<file path="src/hdl/byte_alu_map.svh">
`ifndef BYTE_ALU_MAP_SVH
`define BYTE_ALU_MAP_SVH

// ----------------------------------------------------------------
// Instruction word layout
// ----------------------------------------------------------------
`define INSN_W          14
`define DATA_W          8
`define FADDR_W         7
`define OPC_HI_MSB      13
`define OPC_HI_LSB      12
`define OPC_LO_MSB      11
`define OPC_LO_LSB      8
`define DEST_BIT        7
`define FADDR_MSB       6
`define LIT_MSB         7

// ----------------------------------------------------------------
// Opcode fields
// ----------------------------------------------------------------
`define OPC_HI_REG      2'h0
`define OPC_HI_LIT      2'h3
`define OPC_ADD_WF      4'h7
`define OPC_AND_WF      4'h5
`define OPC_AND_LW      4'h9

// ----------------------------------------------------------------
// Reset values
// ----------------------------------------------------------------
`define WORK_RST        8'h00
`define ZERO_RST        1'h0

`endif

</file>
<file path="src/hdl/byte_alu_pkg.sv">
package byte_alu_pkg;

  typedef enum logic [3:0] {
    OP_NONE          = 4'h1,
    OP_ADD_WORK_FILE = 4'h2,
    OP_AND_LIT_WORK  = 4'h4,
    OP_AND_WORK_FILE = 4'h8
  } alu_op_t;

  typedef enum logic [3:0] {
    PH_DECODE  = 4'h1,
    PH_READ    = 4'h2,
    PH_PROCESS = 4'h4,
    PH_WRITE   = 4'h8
  } phase_t;

  typedef struct packed {
    logic       wr_en;
    logic [6:0] addr;
    logic [7:0] data;
  } file_wr_t;

  typedef struct packed {
    alu_op_t    op;
    logic       dest_file;
    logic [6:0] addr;
    logic [7:0] literal;
  } decoded_t;

endpackage

</file>
<file path="src/hdl/byte_alu_decode.sv">
`timescale 1ns/1ps
`default_nettype none
`include "byte_alu_map.svh"

module byte_alu_decode (
  input  wire logic [13:0]           i_insn,
  output byte_alu_pkg::decoded_t     o_dec
);
  import byte_alu_pkg::*;

  logic [1:0] opc_hi;
  logic [3:0] opc_lo;

  assign opc_hi = i_insn[`OPC_HI_MSB:`OPC_HI_LSB];
  assign opc_lo = i_insn[`OPC_LO_MSB:`OPC_LO_LSB];

  // ----------------------------------------------------------------
  // Field split
  // ----------------------------------------------------------------
  always_comb begin
    o_dec.addr      = i_insn[`FADDR_MSB:0];
    o_dec.dest_file = i_insn[`DEST_BIT];
    o_dec.literal   = i_insn[`LIT_MSB:0];
    o_dec.op        = OP_NONE;
    if (opc_hi == `OPC_HI_REG && opc_lo == `OPC_ADD_WF) begin
      o_dec.op = OP_ADD_WORK_FILE;
    end else if (opc_hi == `OPC_HI_REG && opc_lo == `OPC_AND_WF) begin
      o_dec.op = OP_AND_WORK_FILE;
    end else if (opc_hi == `OPC_HI_LIT && opc_lo == `OPC_AND_LW) begin
      o_dec.op = OP_AND_LIT_WORK;
    end
  end

endmodule // byte_alu_decode

`default_nettype wire

</file>
<file path="src/hdl/byte_alu_add_and_ops.sv">
`timescale 1ns/1ps
`default_nettype none
`include "byte_alu_map.svh"

module byte_alu_add_and_ops (
  input  wire logic                   i_sys_clk,
  input  wire logic                   i_rst_n,
  input  wire logic                   i_insn_valid,
  input  wire logic [13:0]            i_insn,
  input  wire logic [7:0]             i_file_rdata,
  output logic                        o_busy,
  output logic                        o_file_rd_en,
  output logic [6:0]                  o_file_raddr,
  output byte_alu_pkg::file_wr_t      o_file_wr,
  output logic [7:0]                  o_work,
  output logic                        o_zero_wr_en,
  output logic                        o_zero,
  output logic                        o_done
);
  import byte_alu_pkg::*;

  // ----------------------------------------------------------------
  // State
  // ----------------------------------------------------------------
  phase_t     phase_reg;
  decoded_t   dec_now;
  decoded_t   dec_reg;
  logic [7:0] operand_reg;
  logic [7:0] result_reg;
  logic [7:0] work_reg;
  logic       zero_reg;
  logic       zero_we_reg;
  logic       done_reg;
  file_wr_t   file_wr_reg;
  logic [7:0] result_next;
  logic [8:0] sum_wide;
  logic [8:0] any_set;
  logic       result_is_zero;
  logic       lit_form;
  logic       reg_form;
  logic       and_form;
  logic       in_write;

  // ----------------------------------------------------------------
  // Decode
  // ----------------------------------------------------------------
  byte_alu_decode u_decode (
    .i_insn (i_insn),
    .o_dec  (dec_now)
  );

  // ----------------------------------------------------------------
  // Phase sequencer
  // ----------------------------------------------------------------
  // New instruction only taken in decode phase; one instruction cycle each
  // Valid seen while busy is dropped, not queued; the caller must hold it
  always_ff @(posedge i_sys_clk or negedge i_rst_n) begin
    if (!i_rst_n) begin
      phase_reg <= PH_DECODE;
    end else begin
      unique case (phase_reg)
        PH_DECODE: begin
          if (i_insn_valid) begin
            phase_reg <= PH_READ;
          end
        end
        PH_READ: begin
          phase_reg <= PH_PROCESS;
        end
        PH_PROCESS: begin
          phase_reg <= PH_WRITE;
        end
        PH_WRITE: begin
          phase_reg <= PH_DECODE;
        end
      endcase
    end
  end

  always_ff @(posedge i_sys_clk or negedge i_rst_n) begin
    if (!i_rst_n) begin
      dec_reg <= '{op: OP_NONE, dest_file: 1'b0, addr: 7'h00, literal: 8'h00};
    end else if (phase_reg == PH_DECODE && i_insn_valid) begin
      dec_reg <= dec_now;
    end
  end

  // ----------------------------------------------------------------
  // Operand read
  // ----------------------------------------------------------------
  assign lit_form     = (dec_reg.op == OP_AND_LIT_WORK);
  // Unknown opcodes still read; nothing is written back, so it is harmless
  assign o_file_rd_en = (phase_reg == PH_READ) && !lit_form;
  assign o_file_raddr = dec_reg.addr;

  always_ff @(posedge i_sys_clk or negedge i_rst_n) begin
    if (!i_rst_n) begin
      operand_reg <= 8'h00;
    end else if (phase_reg == PH_READ) begin
      // Literal bypasses the file so the read port stays idle
      if (lit_form) begin
        operand_reg <= dec_reg.literal;
      end else begin
        operand_reg <= i_file_rdata;
      end
    end
  end

  // ----------------------------------------------------------------
  // Process
  // ----------------------------------------------------------------
  // Widened so the carry out is dropped on purpose; carry status lives outside
  assign sum_wide = {1'h0, work_reg} + {1'h0, operand_reg};

  always_comb begin
    result_next = 8'h00;
    unique case (dec_reg.op)
      OP_ADD_WORK_FILE: begin
        result_next = sum_wide[7:0];
      end
      OP_AND_LIT_WORK: begin
        result_next = work_reg & operand_reg;
      end
      OP_AND_WORK_FILE: begin
        result_next = work_reg & operand_reg;
      end
      OP_NONE: begin
        result_next = 8'h00;
      end
    endcase
  end

  always_ff @(posedge i_sys_clk or negedge i_rst_n) begin
    if (!i_rst_n) begin
      result_reg <= 8'h00;
    end else if (phase_reg == PH_PROCESS) begin
      result_reg <= result_next;
    end
  end

  // ----------------------------------------------------------------
  // Write back
  // ----------------------------------------------------------------
  assign in_write = (phase_reg == PH_WRITE);
  assign reg_form = (dec_reg.op == OP_ADD_WORK_FILE) || (dec_reg.op == OP_AND_WORK_FILE);
  assign and_form = lit_form || (dec_reg.op == OP_AND_WORK_FILE);

  always_ff @(posedge i_sys_clk or negedge i_rst_n) begin
    if (!i_rst_n) begin
      work_reg <= `WORK_RST;
    end else if (phase_reg == PH_WRITE && dec_reg.op != OP_NONE) begin
      if (dec_reg.op == OP_AND_LIT_WORK) begin
        work_reg <= result_reg;
      end else if (!dec_reg.dest_file) begin
        work_reg <= result_reg;
      end
    end
  end

  always_ff @(posedge i_sys_clk or negedge i_rst_n) begin
    if (!i_rst_n) begin
      file_wr_reg <= '{wr_en: 1'b0, addr: 7'h00, data: 8'h00};
    end else begin
      file_wr_reg.wr_en <= 1'b0;
      if (in_write && dec_reg.dest_file && reg_form) begin
        file_wr_reg <= '{wr_en: 1'b1, addr: dec_reg.addr, data: result_reg};
      end
    end
  end

  // ----------------------------------------------------------------
  // Zero flag
  // ----------------------------------------------------------------
  // OR chain per result bit; the flag is only ever set by hardware
  assign any_set[0] = 1'h0;
  for (genvar b = 0; b < 8; b++) begin : g_zero
    assign any_set[b + 1] = any_set[b] | result_reg[b];
  end
  assign result_is_zero = ~any_set[8];

  // Carry and digit carry of the add are handled outside this block
  always_ff @(posedge i_sys_clk or negedge i_rst_n) begin
    if (!i_rst_n) begin
      zero_reg    <= `ZERO_RST;
      zero_we_reg <= 1'h0;
    end else begin
      zero_we_reg <= 1'h0;
      if (in_write && and_form) begin
        zero_reg    <= result_is_zero;
        zero_we_reg <= 1'h1;
      end
    end
  end

  always_ff @(posedge i_sys_clk or negedge i_rst_n) begin
    if (!i_rst_n) begin
      done_reg <= 1'b0;
    end else begin
      done_reg <= in_write;
    end
  end

  // ----------------------------------------------------------------
  // Outputs
  // ----------------------------------------------------------------
  assign o_busy       = (phase_reg != PH_DECODE);
  assign o_file_wr    = file_wr_reg;
  assign o_work       = work_reg;
  assign o_zero       = zero_reg;
  assign o_zero_wr_en = zero_we_reg;
  assign o_done       = done_reg;

endmodule // byte_alu_add_and_ops

`default_nettype wire

</file>
<file path="config.mk">
export PLATFORM = sky130hd
export DESIGN_NAME = byte_alu_add_and_ops
export DESIGN_NICKNAME = d
export VERILOG_FILES = /design/src/hdl/byte_alu_pkg.sv /design/src/hdl/byte_alu_decode.sv /design/src/hdl/byte_alu_add_and_ops.sv
export VERILOG_INCLUDE_DIRS = /design/src /design/src/hdl
export SDC_FILE = /design/constraint.sdc
export NUM_CORES = 1
export LEC_CHECK = 0
export BUFFER_PORTS_ARGS = -buffer_cell sky130_fd_sc_hd__buf_2
export CAP_MARGIN = 40
export CELL_PAD_IN_SITES_DETAIL_PLACEMENT = 0
export CELL_PAD_IN_SITES_GLOBAL_PLACEMENT = 2
export CORE_MARGIN = 2
export CORE_UTILIZATION = 31
export DETAILED_ROUTE_END_ITERATION = 10
export PLACE_DENSITY_LB_ADDON = 0.1
export SLEW_MARGIN = 10
export SYNTH_ARGS = -nofsm -noshare
export SYNTH_HDL_FRONTEND = slang
export SYNTH_SLANG_ARGS = --single-unit
</file>
<file path="constraint.sdc">
create_clock -name i_sys_clk -period 1.65 [get_ports i_sys_clk]
set_input_delay 0.2475 -clock i_sys_clk [delete_from_list [all_inputs] [get_ports i_sys_clk]]
set_output_delay 0.2475 -clock i_sys_clk [all_outputs]
set_load 0.03 [all_outputs]
</file>
==> results of run 1 <==
==> synth_stat cells (all sizes together), types with 2 or more instances <==
cell type,instances
dfrtp,57
nand2,53
nor2,28
a21oi,20
mux2,16
buf,15
mux2i,11
ha,8
o21ai,7
inv,5
nor2b,5
nor3,5
nand3,4
a211oi,3
a21o,3
nor4,3
nor4b,3
a31oi,2
dfstp,2
nand2b,2
nand4b,2
o21bai,2
==> cell families after synthesis <==
kind of cell,after synthesis,share of synthesized area [%]
xor gates and xnor gates,2,0.6139
and+or+nand+nor,114,19.42
adders and majority gates,9,4.209
muxes,27,10.17
buffers and inverters,21,4.691
DFF,59,51.82
AOI/OAI and AO/OA,43,9.075
==> layer usage <==
metal / vias to the layer above / GRT usage [%] / routed length [um]
li1: 1132 / - / -
met1: 1102 / 21.77 / 3718
met2: 48 / 23.65 / 3333
met3: 8 / 3.760 / 300
met4: 0 / 6.006 / 94
met5: - / 0 / 0
==> final cells by class <==
type / instances / area [um^2]
multi-input cells: 195 / 1498
flip-flops and latches: 59 / 1488
clock inverters: 7 / 98.84
well taps: 111 / 138.9
repair buffers: 99 / 719.4
clock buffers: 9 / 123.9
inverters: 5 / 18.77
fillers: 878 / 4980
==> per-stage QoR <==
stage | hold slack, ns | setup TNS, ns | total power [W]
finish | 0.09539 | -0.7120 | 0.008016
global route | 0.09693 | -1.445 | 0.008595
CTS | 0.08425 | -0.9498 | 0.007705
detailed placement | 0.2868 | -0.3828 | 0.005926
global placement | 0.2862 | -0.2427 | 0.005873
floorplan | -0.04809 | -0.2764 | 0.004831
==> power by group through the flow <==
stage	clock network (W)	logic, W	registers, W
finish	0.00150	0.00402	0.00250
global route	0.00161	0.00440	0.00258
CTS	0.00156	0.00366	0.00248
detailed placement	0	0.00343	0.00250
global placement	0	0.00339	0.00248
floorplan	0	0.00231	0.00252
==> path summary, 6_finish.rpt <==
path / start / depth (start not counted) / endpoint / slack [ns]
setup / recovery: dec_reg[17] / 6 / result_reg[5] / -0.14
hold / removal: i_insn_valid / 2 / phase_reg[0] / 0.1
setup reg to reg: dec_reg[17] / 6 / result_reg[5] / -0.14
hold reg to reg: o_file_wr[2] / 2 / o_file_wr[2] / 0.46
max in group asynchronous: i_rst_n / 3 / dec_reg[16] / 0.89
min in group asynchronous: i_rst_n / 3 / o_work[7] / 0.46
==> timing repair <==
item,4_1_cts,5_1_grt
setup endpoints to repair,9,24
hold buffers,1,0
resized for setup,16,34
gates cloned,1,0
endpoints found under the hold margin,57,0
pin swaps,7,15
setup buffers,4,6
==> flow_summary.ini, run 1 <==
[timing]
slew_headroom_pct = 72.71
min_period_ns = 1.788
fin_crit_sh_pct = 108.3
worst_pin_slew_ns = 0.4094
rsz0062_at_grt = yes
drv_slew = 0
finalHoldViolCount = 0
worst_slack_ns = -0.1376
clock_skew_ns = 0.01190
fmax_mhz = 559.4
setup-violations-final = 9

[setup_path]
path_buf_inv = 1
cp_cell_sequence = buf_6, or4b_4, o31ai_4, and2b_1, mux2i_1, a31oi_1
crit_path_top_delay_cell = or4b_4
start_kind = register
cp.required_ns = 1.86
cpPeakStageDelay_ns = 0.52
cp_max_fo = 3
worstSetupEndpointType = register
critical-path-top-delay-family = simple AND/OR/NAND/NOR gates
critPathArrivalTime_ns = 1.99
critPathKind = reg -> reg

[layout]
antennaDiodeCount = 0
largest_reg_flops = 16
final_common_cell = buf_2
postLayoutCellArea_um2 = 4085
fin_util_pct = 45.07
final_layout_size_suffix_gt1_share_pct = 46.79
layout.cells.non_filler = 485
areaGrowthSynthToFinish_pct = 43.14
layout_common_cells = buf_2 (59), nand2_1 (52), dfrtp_1 (50)
nets = 403

[detailed_routing]
first_iter_violations = 93
vias_per_cell = 4.722
first_pass_iters = 4
vias = 2290
drc_errors = 0
wire_per_inst_um = 15.35
ant_nets = 0
totalWireLength_um = 7446

[run_status]
status = finished, violations left
failed_checks = setup timing

[clock_network]
clock_sinks = 59
clkSlewWorstSetupHoldPaths_ns = 0.08
numCtsBuffers = 9
cts-root-buf = clkbuf_8
insertion_delay_ns = 0.33
clockBufferDepth = 2
cts_tree = built
cts_max_level = 3

[power]
p_switching_w = 0.003187
power.density_nw_per_um2 = 1962
seqPwrFrac_pct = 31.1
clockPowerShare_pct = 18.8
ir_worst_vdd_uv = 691.4
power_frac_comb_pct = 50.1
p_leak_nw = 2.005
p_int_w = 0.004829
swShare_pct = 39.75

[logic_synthesis]
synthesis.area_um2 = 2854
synthArstFlopShare_pct = 100.0
ys.flop_type = dfrtp_1
synth_warnings = 0
ys_seq_area_share_pct = 51.82
synth_edf_count = 0
synth_nets = 309
synth.area.top_cells = dfrtp_1 (50%), nand2_1 (7.0%), mux2_2 (6.3%)
netlist-cell-type-count = 48
synth_top_area_cell = dfrtp_1
avgSynthCellArea_um2 = 10.38
synth-seq-cells = 59
netlist_instances = 275
netlist.area_leader.share_pct = 49.98

[place]
portBuffers = 60
post-place-ws_ns = -0.1225
place.gp.congestion = 0.8260
hpwl_um = 5250
dp.cells = 457
place_area_um2 = 3535

[floorplanning]
dieArea_um2 = 9990
coreArea_um2 = 9065
rows = 35
die_x_um = 99.95
start_util_pct = 31.48
die_h_um = 99.95
io_pins = 61

[global_routing]
grt_usage_pct = 15.64
grt_pass1_wl_um = 11930
grt-ovfl-total = 0
first_global_vias = 2313
antenna_found_initial = 0
grt_max_degree = 60

[flow_run]
maxCapViolCount = 0

[worst_hold_path]
hp-class = in -> reg
Power figures use the tool's default switching activity.
==> run 2, diff against run 1 <==
Settings changed: ABC_AREA from default to 1, CORE_ASPECT_RATIO from default to 1.2, CORE_UTILIZATION 31 to 29, HOLD_SLACK_MARGIN from default to 0.03.
==> run 2 against run 1 <==
  * The flow now finishes without violations
  * Critical path depth grew 4
  * First-iteration DRC count is 9.7% lower
  * Via count rose by 3.1%
  * Area after synthesis grew 3.0%
  * Sequential share of layout area is 2.4 points higher
==> flow_summary.ini, run 2 <==
[global_routing]
grt_max_degree = 60
grt_pass1_wl_um = 12150
first_global_vias = 2395
grt_usage_pct = 15.19
antenna_found_initial = 0
grt-ovfl-total = 0

[place]
dp.cells = 511
portBuffers = 60
post-place-ws_ns = 0.02428
hpwl_um = 5410
place.gp.congestion = 0.7509

[floorplanning]
start_util_pct = 29.51
die_x_um = 95.90
rows = 40
coreArea_um2 = 9960
dieArea_um2 = 10960
die_h_um = 114.3
io_pins = 61

[layout]
layout_common_cells = nand2_1 (76), buf_2 (58), dfrtp_1 (54)
regArea_um2 = 1483
largest_reg_flops = 16
fin_util_pct = 38.30
final_layout_size_suffix_gt1_share_pct = 34.40
fillCellCount = 1060
layout.cells.non_filler = 533
multi_input_area_um2 = 1279
final_common_cell = nand2_1
antennaDiodeCount = 0
areaGrowthSynthToFinish_pct = 29.80
nets = 436

[setup_path]
timing.rr.end = result_reg[6]
critPathArrivalTime_ns = 1.87
crit_path_top_delay_cell = dfrtp_1
cp_max_fo = 3
worstSetupEndpointType = register
path_buf_inv = 2
r2r-start = operand_reg[0]
cp-endpoint = result_reg[6]
cpPeakStageDelay_ns = 0.39
start_kind = register
crit_start = operand_reg[0]
cp_cell_sequence = ha_4, inv_1, fa_2, inv_2, nand2_2, nand2_2, nand3b_1, nand3_2, nand3_2, a21oi_2
critPathKind = reg -> reg
cp.required_ns = 1.91
worst-path-stages = 10
rrSetupSlack_ns = 0.05
r2r_cells = 10
critical-path-top-delay-family = adder cells

[logic_synthesis]
synth_nets = 362
synth-seq-cells = 59
synth_edf_count = 0
synth_top_area_cell = dfrtp_1
synth_top_family_by_area = simple AND/OR/NAND/NOR gates
netlist_instances = 328
synth_compound_area_share_pct = 14.60
synth.area.top_cells = dfrtp_1 (49%), nand2_1 (10%), inv_1 (4.6%)
synth.area.mux_share_pct = 0
post_synth_xor_area_fraction_pct = 0.2980
synthArstFlopShare_pct = 100.0
ys.flop_type = dfrtp_1
netlist.area_leader.share_pct = 48.53
netlist_top_cells_count = nand2_1 (79), dfrtp_1 (57), inv_1 (36)
netlist-cell-type-count = 37
synth_warnings = 0
synth_simple_gate_area_share_pct = 21.71
ys_seq_area_share_pct = 50.32
synthesis.area_um2 = 2939
avgSynthCellArea_um2 = 8.961
synthAdderAreaFrac_pct = 4.087
synth_most_common_cell = nand2_1

[timing]
rsz0062_at_grt = yes
fin_crit_sh_pct = 97.15
clock_skew_ns = 0.005929
finalHoldViolCount = 0
worst_pin_slew_ns = 0.4996
drv_slew = 0
fmax_mhz = 623.9
slew_headroom_pct = 66.39
min_period_ns = 1.603
worst_slack_ns = 0.04710
setup-violations-final = 0

[run_status]
status = finished clean

[clock_network]
numCtsBuffers = 9
clock_sinks = 59
cts_max_level = 3
cts-root-buf = clkbuf_16
cts_tree = built
clockBufferDepth = 2
insertion_delay_ns = 0.33
clkSlewWorstSetupHoldPaths_ns = 0.05

[detailed_routing]
ant_nets = 0
totalWireLength_um = 7423
first_iter_violations = 84
drc_errors = 0
vias_per_cell = 4.428
first_pass_iters = 4
wire_per_inst_um = 13.93
vias = 2360

[power]
power.density_nw_per_um2 = 2126
p_leak_nw = 1.953
ir_worst_vdd_uv = 615.8

[flow_run]
maxCapViolCount = 0

[worst_hold_path]
hp-class = in -> reg
run 2: report_power, final:
group	switching (W)	total [W]	internal (W)
Clock	0.000619	0.00171	0.00109
Sequential	0.000501	0.00257	0.00207
Combinational	0.00237	0.00383	0.00146
run 2: what timing repair did:
item,in CTS,in global routing
hold buffers,1,0
endpoints found under the hold margin,57,0
endpoints found under the setup margin,1,7
pin swaps,1,7
buffers inserted,1,4
gates cloned,0,0
resized for setup,8,15
run 2: how the worst min path moves through the flow:
| stage | end | startpoint | slack [ns] | depth (start not counted) |
|---|---|---|---|---|
| 6_report | o_file_raddr[2] | i_insn[2] | 0.11 | 3 |
| 5_1_grt | o_file_raddr[2] | i_insn[2] | 0.11 | 3 |
| 4_1_cts | o_file_raddr[2] | i_insn[2] | 0.1 | 3 |
| 3_5_place_dp | o_work[7] | i_rst_n | 0.29 | 2 |
| 3_3_place_gp | o_work[5] | i_rst_n | 0.29 | 2 |
| 2_1_floorplan | dec_reg[15] | i_rst_n | -0.05 | 0 |
run 2: cell type report:
cell class	count	area share [%]
timing repair buffer	77	12.17
clock buffer	14	6.920
clock inverter	2	0.2624
multi-input combinational	215	33.52
sequential	59	38.87
tap	126	4.132
inverter	40	4.132
run 2: cells by family after synthesis:
family          count (synthesis)
buf+inv                        54
flops                          59
simple gates                  136
compound gates                 69
fa+ha+maj                       9
xor+xnor                        1
run 2: per-stage QoR:
stage | TNS, ns | hold slack [ns] | power, W | instance area, um^2
floorplan | 0 | -0.04809 | 0.005182 | 2954
global placement | 0 | 0.2862 | 0.006173 | 3406
detailed placement | 0 | 0.2888 | 0.006171 | 3406
CTS | 0 | 0.09761 | 0.008032 | 3724
global route | -0.07803 | 0.1113 | 0.008831 | 3815
finish | 0 | 0.1131 | 0.008109 | 3815
run 2: worst reg2reg max path: stages (launching register included):
cell and delay (ns):
dfrtp_1 0.39, ha_4 0.15, inv_1 0.04, fa_2 0.33, inv_2 0.06, nand2_2 0.05
nand2_2 0.09, nand3b_1 0.13, nand3_2 0.10, nand3_2 0.07, a21oi_2 0.13
run 2: per-layer routing:
layer	global-route usage, %	vias up	wire length [um]
li1	-	1213	-
met1	18.23	1086	3252
met2	24.43	52	3655
met3	5.332	9	382
met4	6.571	0	132
met5	0	-	0
